**config.mk**
```make
export PLATFORM = sky130hd
export DESIGN_NAME = efmc_top
export DESIGN_NICKNAME = d
export VERILOG_FILES = /design/src/efmc_sync_edge.v /design/src/efmc_capture.v /design/src/efmc_top.v
export VERILOG_INCLUDE_DIRS = /design/src /design/src/inc
export SDC_FILE = /design/constraint.sdc
export NUM_CORES = 1
export LEC_CHECK = 0
export BUFFER_PORTS_ARGS = -buffer_cell sky130_fd_sc_hd__buf_2
export CORE_MARGIN = 1
export CORE_UTILIZATION = 55
export CTS_CLUSTER_SIZE = 14
export DETAILED_ROUTE_END_ITERATION = 8
export GPL_ROUTABILITY_DRIVEN = 0
export PLACE_DENSITY = 0.79
export RECOVER_POWER = 100
export SETUP_SLACK_MARGIN = 0.02
export SYNTH_ARGS = -nofsm -noshare
export SYNTH_HDL_FRONTEND = slang
export SYNTH_SLANG_ARGS = --single-unit
export TNS_END_PERCENT = 100
```
**constraint.sdc**
```tcl
create_clock -name clk_sys_i -period 20 [get_ports clk_sys_i]
set_input_delay 2 -clock clk_sys_i [delete_from_list [all_inputs] [get_ports clk_sys_i]]
set_output_delay 2 -clock clk_sys_i [all_outputs]
set_load 0.02 [all_outputs]
```
**src/inc/efmc_map.vh**
```
// Register map, field positions, reset values and sizes of the encoder
// freeze and marker capture block.
// Assumes byte addressing on an 8-bit register address, one word each.
`ifndef EFMC_MAP_VH
`define EFMC_MAP_VH

// ----------------------------------------------------------------------
// Register byte offsets
// ----------------------------------------------------------------------
`define EFMC_CTRL_OFS        8'h00
`define EFMC_FLAGS_OFS       8'h04
`define EFMC_REF_FRZ_POS_OFS 8'h08
`define EFMC_REF_FRZ_REV_OFS 8'h0c
`define EFMC_FB_FRZ_POS_OFS  8'h10
`define EFMC_FB_FRZ_REV_OFS  8'h14
`define EFMC_REF_MRK_POS_OFS 8'h18
`define EFMC_REF_MRK_REV_OFS 8'h1c
`define EFMC_FB_MRK_POS_OFS  8'h20
`define EFMC_FB_MRK_REV_OFS  8'h24

// ----------------------------------------------------------------------
// Control register fields
// ----------------------------------------------------------------------
`define EFMC_CTRL_FRZ_EN     0
`define EFMC_CTRL_EDGE_FALL  1
`define EFMC_CTRL_EXT_SRC    2
`define EFMC_CTRL_SHARE_ACC  3
`define EFMC_CTRL_WIDTH      4
`define EFMC_CTRL_RESET      4'h0

// ----------------------------------------------------------------------
// Flag register fields
// ----------------------------------------------------------------------
`define EFMC_FLAG_REF_FRZ    0
`define EFMC_FLAG_FB_FRZ     1
`define EFMC_FLAG_REF_MRK    2
`define EFMC_FLAG_FB_MRK     3

// ----------------------------------------------------------------------
// Sizes
// ----------------------------------------------------------------------
`define EFMC_DATA_W          32
`define EFMC_ADDR_W          8
`define EFMC_POS_W           32
`define EFMC_REV_W           16

`endif

```
**src/efmc_sync_edge.v**
```verilog
// Two-stage synchroniser for one asynchronous pin and an edge detector
// on the synchronised level.
// Assumes the pin may change at any time relative to clk_sys_i.
`timescale 1ns/1ps

module efmc_sync_edge (
    // Clock and reset
    input  wire clk_sys_i,
    input  wire rst_i,
    // Pin and detected edges
    input  wire pin_i,
    output wire rise_o,
    output wire fall_o
);

    // ------------------------------------------------------------------
    // Synchroniser and edge history
    // ------------------------------------------------------------------
    reg meta;
    reg sync;
    reg prev;

    // The first stage is read only by the second stage.
    always @(posedge clk_sys_i or posedge rst_i) begin
        if (rst_i) begin
            meta <= 1'b0;
            sync <= 1'b0;
            prev <= 1'b0;
        end else begin
            meta <= pin_i;
            sync <= meta;
            prev <= sync;
        end
    end

    // One-cycle pulses for each clean transition.
    assign rise_o = sync & ~prev;
    assign fall_o = ~sync & prev;

endmodule // efmc_sync_edge

```
**src/efmc_capture.v**
```verilog
// Freeze and marker capture registers and flags for one encoder.
// Assumes position and revolution count arrive on clk_sys_i unregistered
// by any other domain.
`timescale 1ns/1ps

module efmc_capture #(
    parameter POS_W = 32,
    parameter REV_W = 16
) (
    // Clock and reset
    input  wire             clk_sys_i,
    input  wire             rst_i,
    // Live encoder counters
    input  wire [POS_W-1:0] pos_i,
    input  wire [REV_W-1:0] rev_i,
    // Events and control
    input  wire             frz_evt_i,
    input  wire             frz_en_i,
    input  wire             frz_clr_i,
    input  wire             mrk_evt_i,
    input  wire             mrk_clr_i,
    // Captured values and flags
    output reg  [POS_W-1:0] frz_pos_o,
    output reg  [REV_W-1:0] frz_rev_o,
    output reg              frz_flag_o,
    output reg  [POS_W-1:0] mrk_pos_o,
    output reg  [REV_W-1:0] mrk_rev_o,
    output reg              mrk_flag_o
);

    // ------------------------------------------------------------------
    // Capture qualification
    // ------------------------------------------------------------------
    wire frz_take;

    // A pending freeze flag blocks new freeze data until it is cleared.
    assign frz_take = frz_evt_i & frz_en_i & ~frz_flag_o;

    // ------------------------------------------------------------------
    // Capture registers
    // ------------------------------------------------------------------
    // Position and revolution count latch in the same edge; a flag set
    // beats a clear arriving in the same cycle.
    always @(posedge clk_sys_i or posedge rst_i) begin
        if (rst_i) begin
            frz_pos_o  <= {POS_W{1'b0}};
            frz_rev_o  <= {REV_W{1'b0}};
            frz_flag_o <= 1'b0;
            mrk_pos_o  <= {POS_W{1'b0}};
            mrk_rev_o  <= {REV_W{1'b0}};
            mrk_flag_o <= 1'b0;
        end else begin
            if (frz_take) begin
                frz_pos_o  <= pos_i;
                frz_rev_o  <= rev_i;
                frz_flag_o <= 1'b1;
            end else if (frz_clr_i) begin
                frz_flag_o <= 1'b0;
            end
            if (mrk_evt_i) begin
                mrk_pos_o  <= pos_i;
                mrk_rev_o  <= rev_i;
                mrk_flag_o <= 1'b1;
            end else if (mrk_clr_i) begin
                mrk_flag_o <= 1'b0;
            end
        end
    end

endmodule // efmc_capture

```
**src/efmc_top.v**
```verilog
// Top of the encoder freeze and marker capture block: freeze source
// selection, edge selection, register port and the two encoder channels.
// Assumes freeze and marker pins are asynchronous, encoder counters and
// the register port run on clk_sys_i.
//
// Implementation choices: the plain strobed port and the address map.
`timescale 1ns/1ps
`include "efmc_map.vh"

// Contract
// - Local freeze input captures both reference and feedback counters.
// - Reference freeze stores revolution count and position in own registers.
// - Feedback freeze stores revolution count and position in own registers.
// - Variant without local freeze takes shared freeze once sharing accepted.
// - Expansion encoder source takes freeze from the expansion module.
// - Edge select 0 captures on rising edge, 1 on falling edge.
// - Freeze results are written only while freeze enable is set.
// - Detected freeze sets both freeze flags and stores data with them; here a channel whose freeze flag is still set keeps its old data.
// - Marker captures position and revolutions per encoder independently.
// - Marker position and count stored in separate registers per encoder.
// - Marker sets its flag every time; software clears it after reading.
module efmc_top #(
    parameter POS_W            = `EFMC_POS_W,
    parameter REV_W            = `EFMC_REV_W,
    parameter HAS_LOCAL_FREEZE = 1
) (
    // Clock and reset
    input  wire                    clk_sys_i,
    input  wire                    rst_i,
    // Freeze sources
    input  wire                    freeze_digital_input_i,
    input  wire                    shared_freeze_i,
    input  wire                    expansion_freeze_i,
    // Marker pins
    input  wire                    ref_marker_i,
    input  wire                    fb_marker_i,
    // Live encoder counters
    input  wire [POS_W-1:0]        ref_pos_i,
    input  wire [REV_W-1:0]        ref_rev_i,
    input  wire [POS_W-1:0]        fb_pos_i,
    input  wire [REV_W-1:0]        fb_rev_i,
    // Register port
    input  wire [`EFMC_ADDR_W-1:0] addr_i,
    input  wire [`EFMC_DATA_W-1:0] wr_data_i,
    input  wire                    wr_i,
    input  wire                    rd_i,
    output reg  [`EFMC_DATA_W-1:0] rd_data_o,
    // Status
    output wire                    ref_frz_flag_o,
    output wire                    fb_frz_flag_o,
    output wire                    ref_mrk_flag_o,
    output wire                    fb_mrk_flag_o
);

    // ------------------------------------------------------------------
    // Helper functions
    // ------------------------------------------------------------------
    // Widens a position value to the register word, zero filled.
    function [`EFMC_DATA_W-1:0] pos_word;
        input [POS_W-1:0] v;
        begin
            pos_word = {`EFMC_DATA_W{1'b0}};
            pos_word[POS_W-1:0] = v;
        end
    endfunction

    // Widens a revolution count to the register word, zero filled.
    function [`EFMC_DATA_W-1:0] rev_word;
        input [REV_W-1:0] v;
        begin
            rev_word = {`EFMC_DATA_W{1'b0}};
            rev_word[REV_W-1:0] = v;
        end
    endfunction

    // Address match for a write of the given offset.
    function wr_hit;
        input                    strobe;
        input [`EFMC_ADDR_W-1:0] a;
        input [`EFMC_ADDR_W-1:0] ofs;
        begin
            wr_hit = strobe & (a == ofs);
        end
    endfunction

    // ------------------------------------------------------------------
    // Declarations
    // ------------------------------------------------------------------
    reg  [`EFMC_CTRL_WIDTH-1:0] ctrl;
    wire                        frz_en;
    wire                        edge_fall;
    wire                        ext_src;
    wire                        share_acc;

    wire loc_rise;
    wire loc_fall;
    wire shr_rise;
    wire shr_fall;
    wire exp_rise;
    wire exp_fall;
    wire ref_mrk_rise;
    wire fb_mrk_rise;

    reg  sel_rise;
    reg  sel_fall;
    wire frz_evt;

    wire flags_wr;
    wire ref_frz_clr;
    wire fb_frz_clr;
    wire ref_mrk_clr;
    wire fb_mrk_clr;

    wire [POS_W-1:0] ref_frz_pos;
    wire [REV_W-1:0] ref_frz_rev;
    wire [POS_W-1:0] fb_frz_pos;
    wire [REV_W-1:0] fb_frz_rev;
    wire [POS_W-1:0] ref_mrk_pos;
    wire [REV_W-1:0] ref_mrk_rev;
    wire [POS_W-1:0] fb_mrk_pos;
    wire [REV_W-1:0] fb_mrk_rev;

    reg  [`EFMC_DATA_W-1:0] next_rd_data;

    // ------------------------------------------------------------------
    // Control register
    // ------------------------------------------------------------------
    // Holds freeze enable, edge select, source select and share accept.
    always @(posedge clk_sys_i or posedge rst_i) begin
        if (rst_i) begin
            ctrl <= `EFMC_CTRL_RESET;
        end else if (wr_hit(wr_i, addr_i, `EFMC_CTRL_OFS)) begin
            ctrl <= wr_data_i[`EFMC_CTRL_WIDTH-1:0];
        end
    end

    // Named views of the control fields.
    assign frz_en    = ctrl[`EFMC_CTRL_FRZ_EN];
    assign edge_fall = ctrl[`EFMC_CTRL_EDGE_FALL];
    assign ext_src   = ctrl[`EFMC_CTRL_EXT_SRC];
    assign share_acc = ctrl[`EFMC_CTRL_SHARE_ACC];

    // ------------------------------------------------------------------
    // Pin synchronisers and edge detectors
    // ------------------------------------------------------------------
    // Local freeze pin.
    efmc_sync_edge u_sync_loc (
        .clk_sys_i (clk_sys_i),
        .rst_i     (rst_i),
        .pin_i     (freeze_digital_input_i),
        .rise_o    (loc_rise),
        .fall_o    (loc_fall)
    );

    // Freeze shared by another module of the same drive.
    efmc_sync_edge u_sync_shr (
        .clk_sys_i (clk_sys_i),
        .rst_i     (rst_i),
        .pin_i     (shared_freeze_i),
        .rise_o    (shr_rise),
        .fall_o    (shr_fall)
    );

    // Freeze from the encoder expansion module.
    efmc_sync_edge u_sync_exp (
        .clk_sys_i (clk_sys_i),
        .rst_i     (rst_i),
        .pin_i     (expansion_freeze_i),
        .rise_o    (exp_rise),
        .fall_o    (exp_fall)
    );

    // Reference encoder marker; only its rising edge marks.
    efmc_sync_edge u_sync_rmk (
        .clk_sys_i (clk_sys_i),
        .rst_i     (rst_i),
        .pin_i     (ref_marker_i),
        .rise_o    (ref_mrk_rise),
        .fall_o    ()
    );

    // Feedback encoder marker; only its rising edge marks.
    efmc_sync_edge u_sync_fmk (
        .clk_sys_i (clk_sys_i),
        .rst_i     (rst_i),
        .pin_i     (fb_marker_i),
        .rise_o    (fb_mrk_rise),
        .fall_o    ()
    );

    // ------------------------------------------------------------------
    // Freeze source and edge selection
    // ------------------------------------------------------------------
    // Sources are chosen after edge detection, so a source switch never
    // makes a false edge out of two different levels.
    always @* begin
        sel_rise = 1'b0;
        sel_fall = 1'b0;
        if (ext_src) begin
            sel_rise = exp_rise;
            sel_fall = exp_fall;
        end else if (HAS_LOCAL_FREEZE != 0) begin
            sel_rise = loc_rise;
            sel_fall = loc_fall;
        end else if (share_acc) begin
            sel_rise = shr_rise;
            sel_fall = shr_fall;
        end
    end

    // One freeze event drives both encoder channels in the same cycle.
    assign frz_evt = edge_fall ? sel_fall : sel_rise;

    // ------------------------------------------------------------------
    // Flag clear decode
    // ------------------------------------------------------------------
    // Writing zero to a flag bit clears it; writing one leaves it alone.
    assign flags_wr    = wr_hit(wr_i, addr_i, `EFMC_FLAGS_OFS);
    assign ref_frz_clr = flags_wr & ~wr_data_i[`EFMC_FLAG_REF_FRZ];
    assign fb_frz_clr  = flags_wr & ~wr_data_i[`EFMC_FLAG_FB_FRZ];
    assign ref_mrk_clr = flags_wr & ~wr_data_i[`EFMC_FLAG_REF_MRK];
    assign fb_mrk_clr  = flags_wr & ~wr_data_i[`EFMC_FLAG_FB_MRK];

    // ------------------------------------------------------------------
    // Encoder channels
    // ------------------------------------------------------------------
    // Reference encoder captures.
    efmc_capture #(
        .POS_W (POS_W),
        .REV_W (REV_W)
    ) u_ref (
        .clk_sys_i  (clk_sys_i),
        .rst_i      (rst_i),
        .pos_i      (ref_pos_i),
        .rev_i      (ref_rev_i),
        .frz_evt_i  (frz_evt),
        .frz_en_i   (frz_en),
        .frz_clr_i  (ref_frz_clr),
        .mrk_evt_i  (ref_mrk_rise),
        .mrk_clr_i  (ref_mrk_clr),
        .frz_pos_o  (ref_frz_pos),
        .frz_rev_o  (ref_frz_rev),
        .frz_flag_o (ref_frz_flag_o),
        .mrk_pos_o  (ref_mrk_pos),
        .mrk_rev_o  (ref_mrk_rev),
        .mrk_flag_o (ref_mrk_flag_o)
    );

    // Feedback encoder captures.
    efmc_capture #(
        .POS_W (POS_W),
        .REV_W (REV_W)
    ) u_fb (
        .clk_sys_i  (clk_sys_i),
        .rst_i      (rst_i),
        .pos_i      (fb_pos_i),
        .rev_i      (fb_rev_i),
        .frz_evt_i  (frz_evt),
        .frz_en_i   (frz_en),
        .frz_clr_i  (fb_frz_clr),
        .mrk_evt_i  (fb_mrk_rise),
        .mrk_clr_i  (fb_mrk_clr),
        .frz_pos_o  (fb_frz_pos),
        .frz_rev_o  (fb_frz_rev),
        .frz_flag_o (fb_frz_flag_o),
        .mrk_pos_o  (fb_mrk_pos),
        .mrk_rev_o  (fb_mrk_rev),
        .mrk_flag_o (fb_mrk_flag_o)
    );

    // ------------------------------------------------------------------
    // Read decode
    // ------------------------------------------------------------------
    // Unmapped offsets and unused bits read as zero.
    always @* begin
        next_rd_data = {`EFMC_DATA_W{1'b0}};
        if (rd_i) begin
            case (addr_i)
                `EFMC_CTRL_OFS: begin
                    next_rd_data[`EFMC_CTRL_WIDTH-1:0] = ctrl;
                end
                `EFMC_FLAGS_OFS: begin
                    next_rd_data[`EFMC_FLAG_REF_FRZ] = ref_frz_flag_o;
                    next_rd_data[`EFMC_FLAG_FB_FRZ]  = fb_frz_flag_o;
                    next_rd_data[`EFMC_FLAG_REF_MRK] = ref_mrk_flag_o;
                    next_rd_data[`EFMC_FLAG_FB_MRK]  = fb_mrk_flag_o;
                end
                `EFMC_REF_FRZ_POS_OFS: begin
                    next_rd_data = pos_word(ref_frz_pos);
                end
                `EFMC_REF_FRZ_REV_OFS: begin
                    next_rd_data = rev_word(ref_frz_rev);
                end
                `EFMC_FB_FRZ_POS_OFS: begin
                    next_rd_data = pos_word(fb_frz_pos);
                end
                `EFMC_FB_FRZ_REV_OFS: begin
                    next_rd_data = rev_word(fb_frz_rev);
                end
                `EFMC_REF_MRK_POS_OFS: begin
                    next_rd_data = pos_word(ref_mrk_pos);
                end
                `EFMC_REF_MRK_REV_OFS: begin
                    next_rd_data = rev_word(ref_mrk_rev);
                end
                `EFMC_FB_MRK_POS_OFS: begin
                    next_rd_data = pos_word(fb_mrk_pos);
                end
                `EFMC_FB_MRK_REV_OFS: begin
                    next_rd_data = rev_word(fb_mrk_rev);
                end
                default: begin
                    next_rd_data = {`EFMC_DATA_W{1'b0}};
                end
            endcase
        end
    end

    // ------------------------------------------------------------------
    // Read data register
    // ------------------------------------------------------------------
    // Read data stand only in the cycle after the read strobe.
    always @(posedge clk_sys_i or posedge rst_i) begin
        if (rst_i) begin
            rd_data_o <= {`EFMC_DATA_W{1'b0}};
        end else begin
            rd_data_o <= next_rd_data;
        end
    end

endmodule // efmc_top

```
==> results.cfg, run 1 <==
[clocking]
total_clock_sinks = 244
postCtsHoldBufs = 0
clock_tree_from_tritoncts = yes
cts_resized = 0
cts_made_buffers = 25
insertion_delay_ps = 520
clk_root_buffer_cell = sky130_fd_sc_hd__clkbuf_16
postCtsSetupBuffers = 0
path_clk_slew_ps = 60
clock_path_buffers = 3
cts.htree.levels = 1

[yosys]
post-synth-top-area-cell = sky130_fd_sc_hd__dfrtp_1
synth_top_cells_by_area = sky130_fd_sc_hd__dfrtp_1, sky130_fd_sc_hd__mux2_2, sky130_fd_sc_hd__mux2i_1
async_flop_share = 1.000
seq_area_frac_synth = 0.5844
yosys_register_bits = 244
syn-num-nets = 887
post_synth_inst_count = 742
netlist_area_sq_um = 10450
syn-mean-instance-area_sq_um = 14.08
postSynth.topFlopCell = sky130_fd_sc_hd__dfrtp_1
synth_top_area_frac = 0.5844
synth_cell_types = 51
synth_edf_count = 0
ys_warn_count = 0

[global_route]
vias_in_the_first_global_route = 7288
overflow = 0
first_pass_grt_wire_length_microns = 40170
grt_antenna_before_repair = 4
grt_max_degree = 110
grtUsageTotal = 0.2675

[drt]
maxUsedRoutingLayer = met5
drcViolationCount = 0
wl_met3_microns = 1974
dr_iter_0_viols = 390
detail_route.wl_per_cell_microns = 22.49
drt-pass1-iter-count = 5
wl_met1_microns = 10870
dr_wl_met2_microns = 11890
totalWireLength_microns = 25480
antenna_left = 0
vias_per_cell = 6.214
dr_total_vias = 7041

[power]
total_power_per_unit_cell_area_nw_per_um2 = 100.3
max-vdd-ir-drop_v = 0.00005640
leakage_nw = 5.308
total_power_mw = 1.210

[final_layout]
nets = 1023
final_cell_mix = sky130_fd_sc_hd__dfrtp_1, sky130_fd_sc_hd__mux2_2, sky130_fd_sc_hd__clkbuf_1, sky130_fd_sc_hd__buf_2, sky130_fd_sc_hd__a22o_1
drive_gt1_frac = 0.3571
layout.cells.most_common = sky130_fd_sc_hd__dfrtp_1
final.fill_count = 1447
finish.utilization = 0.6472
area_delta_synth_final_pct = 15.48

[worst_setup_path]
cp-start-kind = primary input
worst-endpoint-arrival_ps = 10300
wp_data_required_ps = 20040
r2r.worst_path.cells = 5
slowest_stage = sky130_fd_sc_hd__clkbuf_1
worst-path-buf-inv = 4
worst_path_most_repeated_cell = sky130_fd_sc_hd__clkbuf_1
levels_on_crit_path = 4
worstSetupEndpointType = async pin
criticalPathCategory = in2async
critPathMaxFanout = 109
timing.critical_path.slowest_cell_delay_ps = 3320
worstPathCellList = buf_2 > clkinvlp_2 > clkbuf_1 > clkbuf_1
worst_path_dominant_cell_family = buffers and inverters

[place]
port_buffer_count = 151
detailedPlacementHpwl_microns = 16560

[run_status]
failing_checks = max-capacitance violations, max-slew violations
run_status = finished with violations

[sta]
slew_at_the_pin_closest_to_its_max_slew_limit_ps = 4772
timing.clock.skew_ps = 9.880
timing.final.setup_violations = 0
slew_headroom = -2.199
fin_crit_period_ps = 10270
report.final.slew_viol_count = 462
timing.setup.tns_ps = 0
hold_viol_final = 0
post-route-period-util = 0.5134
clock.fmax_mhz = 97.39
grt_setup_unrepaired = no
hold_ws_ps = 351.1

[die]
start_util = 0.5604
row_count = 50
die_h_microns = 139.8
design.core.area_sq_um = 18640
fp.dieW_microns = 139.8
design.die.area_sq_um = 19550
num_io_pins = 181

[flow_run]
max_cap_viols = 12

[worst_hold_path]
hold_path.class = reg2reg
min_path_cells = 0
==> power by group <==
group / switching, mW / total [mW] / internal [mW]
sequential: 0.0349 / 0.595 / 0.560
combinational: 0.0608 / 0.134 / 0.0732
clock: 0.187 / 0.480 / 0.293
total: 0.283 / 1.21 / 0.927
==> sequential cells by signal, indices dropped and copies added, names as in the netlist, 32 cells and up <==
| register | flops |
|---|---|
| u_fb.mrk_pos_o | 32 |
| u_fb.frz_pos_o | 32 |
| u_ref.mrk_pos_o | 32 |
| u_ref.frz_pos_o | 32 |
| rd_data_o | 32 |
==> per-layer routing <==
| layer | up-vias | GRT usage |
|---|---|---|
| met5 | - | 0 |
| met1 | 3641 | 0.3678 |
| met4 | 2 | 0.1001 |
| met2 | 276 | 0.4155 |
| li1 | 3061 | - |
| met3 | 61 | 0.06332 |
==> kinds of logic after synthesis <==
| group | after synthesis | share of synthesized area |
|---|---|---|
| simple gates | 98 | 0.05652 |
| mux | 235 | 0.2526 |
| compound gates | 109 | 0.08216 |
| flops | 244 | 0.5844 |
| buf+inv | 56 | 0.02431 |
==> Yosys cell counts (4+ instances only) <==
cell / count
sky130_fd_sc_hd__or4b_2: 4
sky130_fd_sc_hd__mux2_2: 191
sky130_fd_sc_hd__buf_1: 7
sky130_fd_sc_hd__clkbuf_1: 20
sky130_fd_sc_hd__a22oi_1: 9
sky130_fd_sc_hd__a21oi_1: 10
sky130_fd_sc_hd__nand2_1: 12
sky130_fd_sc_hd__nand2b_1: 9
sky130_fd_sc_hd__a222oi_1: 17
sky130_fd_sc_hd__dfrtp_1: 244
sky130_fd_sc_hd__and3_1: 4
sky130_fd_sc_hd__o22ai_1: 7
sky130_fd_sc_hd__a32oi_1: 6
sky130_fd_sc_hd__nor2b_1: 4
sky130_fd_sc_hd__buf_2: 23
sky130_fd_sc_hd__nor2_1: 23
sky130_fd_sc_hd__a22o_1: 26
sky130_fd_sc_hd__o21ai_0: 12
sky130_fd_sc_hd__mux2_1: 18
sky130_fd_sc_hd__mux2i_1: 24
sky130_fd_sc_hd__a31oi_1: 4
sky130_fd_sc_hd__buf_4: 4
sky130_fd_sc_hd__nand3_1: 11
==> area by class of cell <==
type,count,area (sq um),share of cell area
flip-flops and latches,244,6106,0.5061
diodes,3,7.507,0.0006222
well taps,234,292.8,0.02427
multi-input cells,442,4080,0.3382
inverters,2,8.758,0.0007259
repair buffers,163,723.2,0.05994
clock buffers,35,693.2,0.05745
clock inverters,10,153.9,0.01276
==> worst paths after layout <==
check | start | endpoint | slack, ps
setup / recovery | rst_i | u_fb.frz_rev_o[1] | 9730
hold / removal | u_sync_exp.meta | u_sync_exp.sync | 350
setup reg to reg | u_sync_exp.sync | u_fb.frz_pos_o[14] | 14380
hold reg to reg | u_sync_exp.meta | u_sync_exp.sync | 350
max in group clk_sys_i | addr_i[4] | rd_data_o[12] | 12910
min in group asynchronous | rst_i | u_ref.mrk_pos_o[26] | 2940
==> through the flow <==
stage               worst slack, ps  cell area (sq um)  std cells
global route                   7845              12070       1133
CTS                           15840              12250       1130
floorplan                     11300              10450        742
detailed placement            15340              11400       1085
finish                         9732              12070       1133
global placement              15320              11400       1085
Power figures use the tool's default switching activity.
==> run 2, diff against run 1 <==
CORE_UTILIZATION = 51   (was 55)
PLACE_DENSITY = 0.77   (was 0.79)
clock period = 8.6 ns   (was 20 ns; I/O delays follow)
==> results.cfg, run 2 (synthesized netlist as in run 1, its figures left out) <==
[sta]
clock.fmax_mhz = 177.1
slew_headroom = -2.616
report.final.slew_viol_count = 348
grt_setup_unrepaired = no
timing.clock.skew_ps = 11.07
slew_at_the_pin_closest_to_its_max_slew_limit_ps = 5394
fin_crit_period_ps = 5646
hold_ws_ps = 346.1
post-route-worst-setup-slack_ps = 2954
post-route-period-util = 0.6565
timing.setup.tns_ps = 0
hold_viol_final = 0
timing.final.setup_violations = 0

[final_layout]
finish.utilization = 0.6125
area_delta_synth_final_pct = 15.98
final.fill_count = 1574
nets = 1025
layout.cells.most_common = sky130_fd_sc_hd__dfrtp_1
multi_input_comb_area_sq_um = 4091
register_area_sq_um = 6106
drive_gt1_frac = 0.4060
layoutNonFillerInstCount = 1161
final_cell_mix = sky130_fd_sc_hd__dfrtp_1, sky130_fd_sc_hd__mux2_2, sky130_fd_sc_hd__buf_2, sky130_fd_sc_hd__clkbuf_1, sky130_fd_sc_hd__clkbuf_16

[worst_setup_path]
slowest_stage = sky130_fd_sc_hd__nor4b_1
worst-endpoint-arrival_ps = 6080
worst_path_dominant_cell_family = simple AND/OR/NAND/NOR gates
critPathMaxFanout = 29
reg2reg_from = u_sync_exp.sync
reg2reg_slack_ps = 3940
worstPathCellList = clkbuf_1 > nor4b_1 > buf_4 > a22oi_1 > o22a_1 > a21oi_1
r2r.worst_path.cells = 5
timing.critical_path.slowest_cell_delay_ps = 2830
cp-start-kind = primary input
reg2reg_to = u_fb.frz_pos_o[18]
wp_data_required_ps = 9040
worst-path-buf-inv = 2
criticalPathCategory = in2reg
worstSetupEndpointType = flop

[worst_hold_path]
whs_endpoint = u_sync_fmk.sync
hold_path.class = reg2reg
min_path_cells = 0
holdCritStartpoint = u_sync_fmk.meta

[power]
max-vdd-ir-drop_v = 0.0001442
leakage_nw = 5.405
total_power_per_unit_cell_area_nw_per_um2 = 226.6

[run_status]
failing_checks = max-capacitance violations, max-slew violations
run_status = finished with violations

[die]
num_io_pins = 181
row_count = 51
design.die.area_sq_um = 21060
die_h_microns = 145.1
design.core.area_sq_um = 19780
fp.dieW_microns = 145.1
start_util = 0.5281

[clocking]
clock_tree_from_tritoncts = yes
clock_path_buffers = 3
clk_root_buffer_cell = sky130_fd_sc_hd__clkbuf_16
cts.htree.levels = 1
cts_made_buffers = 26
total_clock_sinks = 244
path_clk_slew_ps = 60
insertion_delay_ps = 530
postCtsHoldBufs = 0
cts_resized = 0
postCtsSetupBuffers = 0

[global_route]
vias_in_the_first_global_route = 7468
overflow = 0
grt_max_degree = 127
first_pass_grt_wire_length_microns = 41750
grtUsageTotal = 0.2553
grt_antenna_before_repair = 3

[flow_run]
max_cap_viols = 8

[drt]
drcViolationCount = 0
dr_total_vias = 6968
detail_route.wl_per_cell_microns = 22.60
vias_per_cell = 6.002
antenna_left = 0
drt-pass1-iter-count = 5
dr_iter_0_viols = 629
totalWireLength_microns = 26240

[place]
dp_worst_setup_slack_ps = 5098
dp_cells = 1117
port_buffer_count = 151
detailedPlacementHpwl_microns = 17090
[run 2: cell count changes in the layout (fill, tap and decap cells not counted), sizes merged]
cell / change
diode: -1
clkbuf: -39
buf: +44
clkinv: -3
bufinv: -4
[run 2: power breakdown]
| group | total (mW) | internal (mW) | switching, mW |
|---|---|---|---|
| sequential | 1.39 | 1.30 | 0.0834 |
| clock | 1.04 | 0.605 | 0.435 |
| combinational | 0.319 | 0.176 | 0.143 |
| total | 2.75 | 2.08 | 0.661 |
[run 2: per-layer routing]
| metal | part of all wire | vias to the layer above | GRT usage | wire (microns) |
|---|---|---|---|---|
| li1 | - | 3069 | - | - |
| met1 | 0.43 | 3570 | 0.3436 | 11200 |
| met2 | 0.48 | 270 | 0.4156 | 12510 |
| met3 | 0.069 | 57 | 0.05063 | 1802 |
| met4 | 0.028 | 2 | 0.08368 | 726 |
| met5 | 0.00038 | - | 0 | 10 |
[run 2: metrics by stage]
stage / total power, mW / area, sq um
3_5_place_dp: 1.723 / 11450
3_3_place_gp: 1.700 / 11450
5_1_grt: 2.860 / 12120
2_1_floorplan: 1.608 / 10450
6_report: 2.746 / 12120
4_1_cts: 2.761 / 12230
[run 2: cell type report]
cell class                 instances  area share
sequential                       244      0.5039
multi-input combinational        442      0.3377
timing repair buffer             164     0.06537
clock buffer                      39     0.06278
tap                              265     0.02736
clock inverter                     3    0.001755
inverter                           2   0.0007228
antenna                            2   0.0004131
[run 2: worst max path at each step]
stage	from	end	slack, ps	cells after the start
after floorplan	rst_i	ctrl[0]	1040	1
after global placement	addr_i[4]	rd_data_o[10]	5090	6
after detailed placement	addr_i[4]	rd_data_o[10]	5100	6
after CTS	u_sync_exp.sync	u_fb.frz_pos_o[27]	5510	5
after global routing	addr_i[4]	rd_data_o[10]	2840	6
final	addr_i[4]	rd_data_o[12]	2950	6
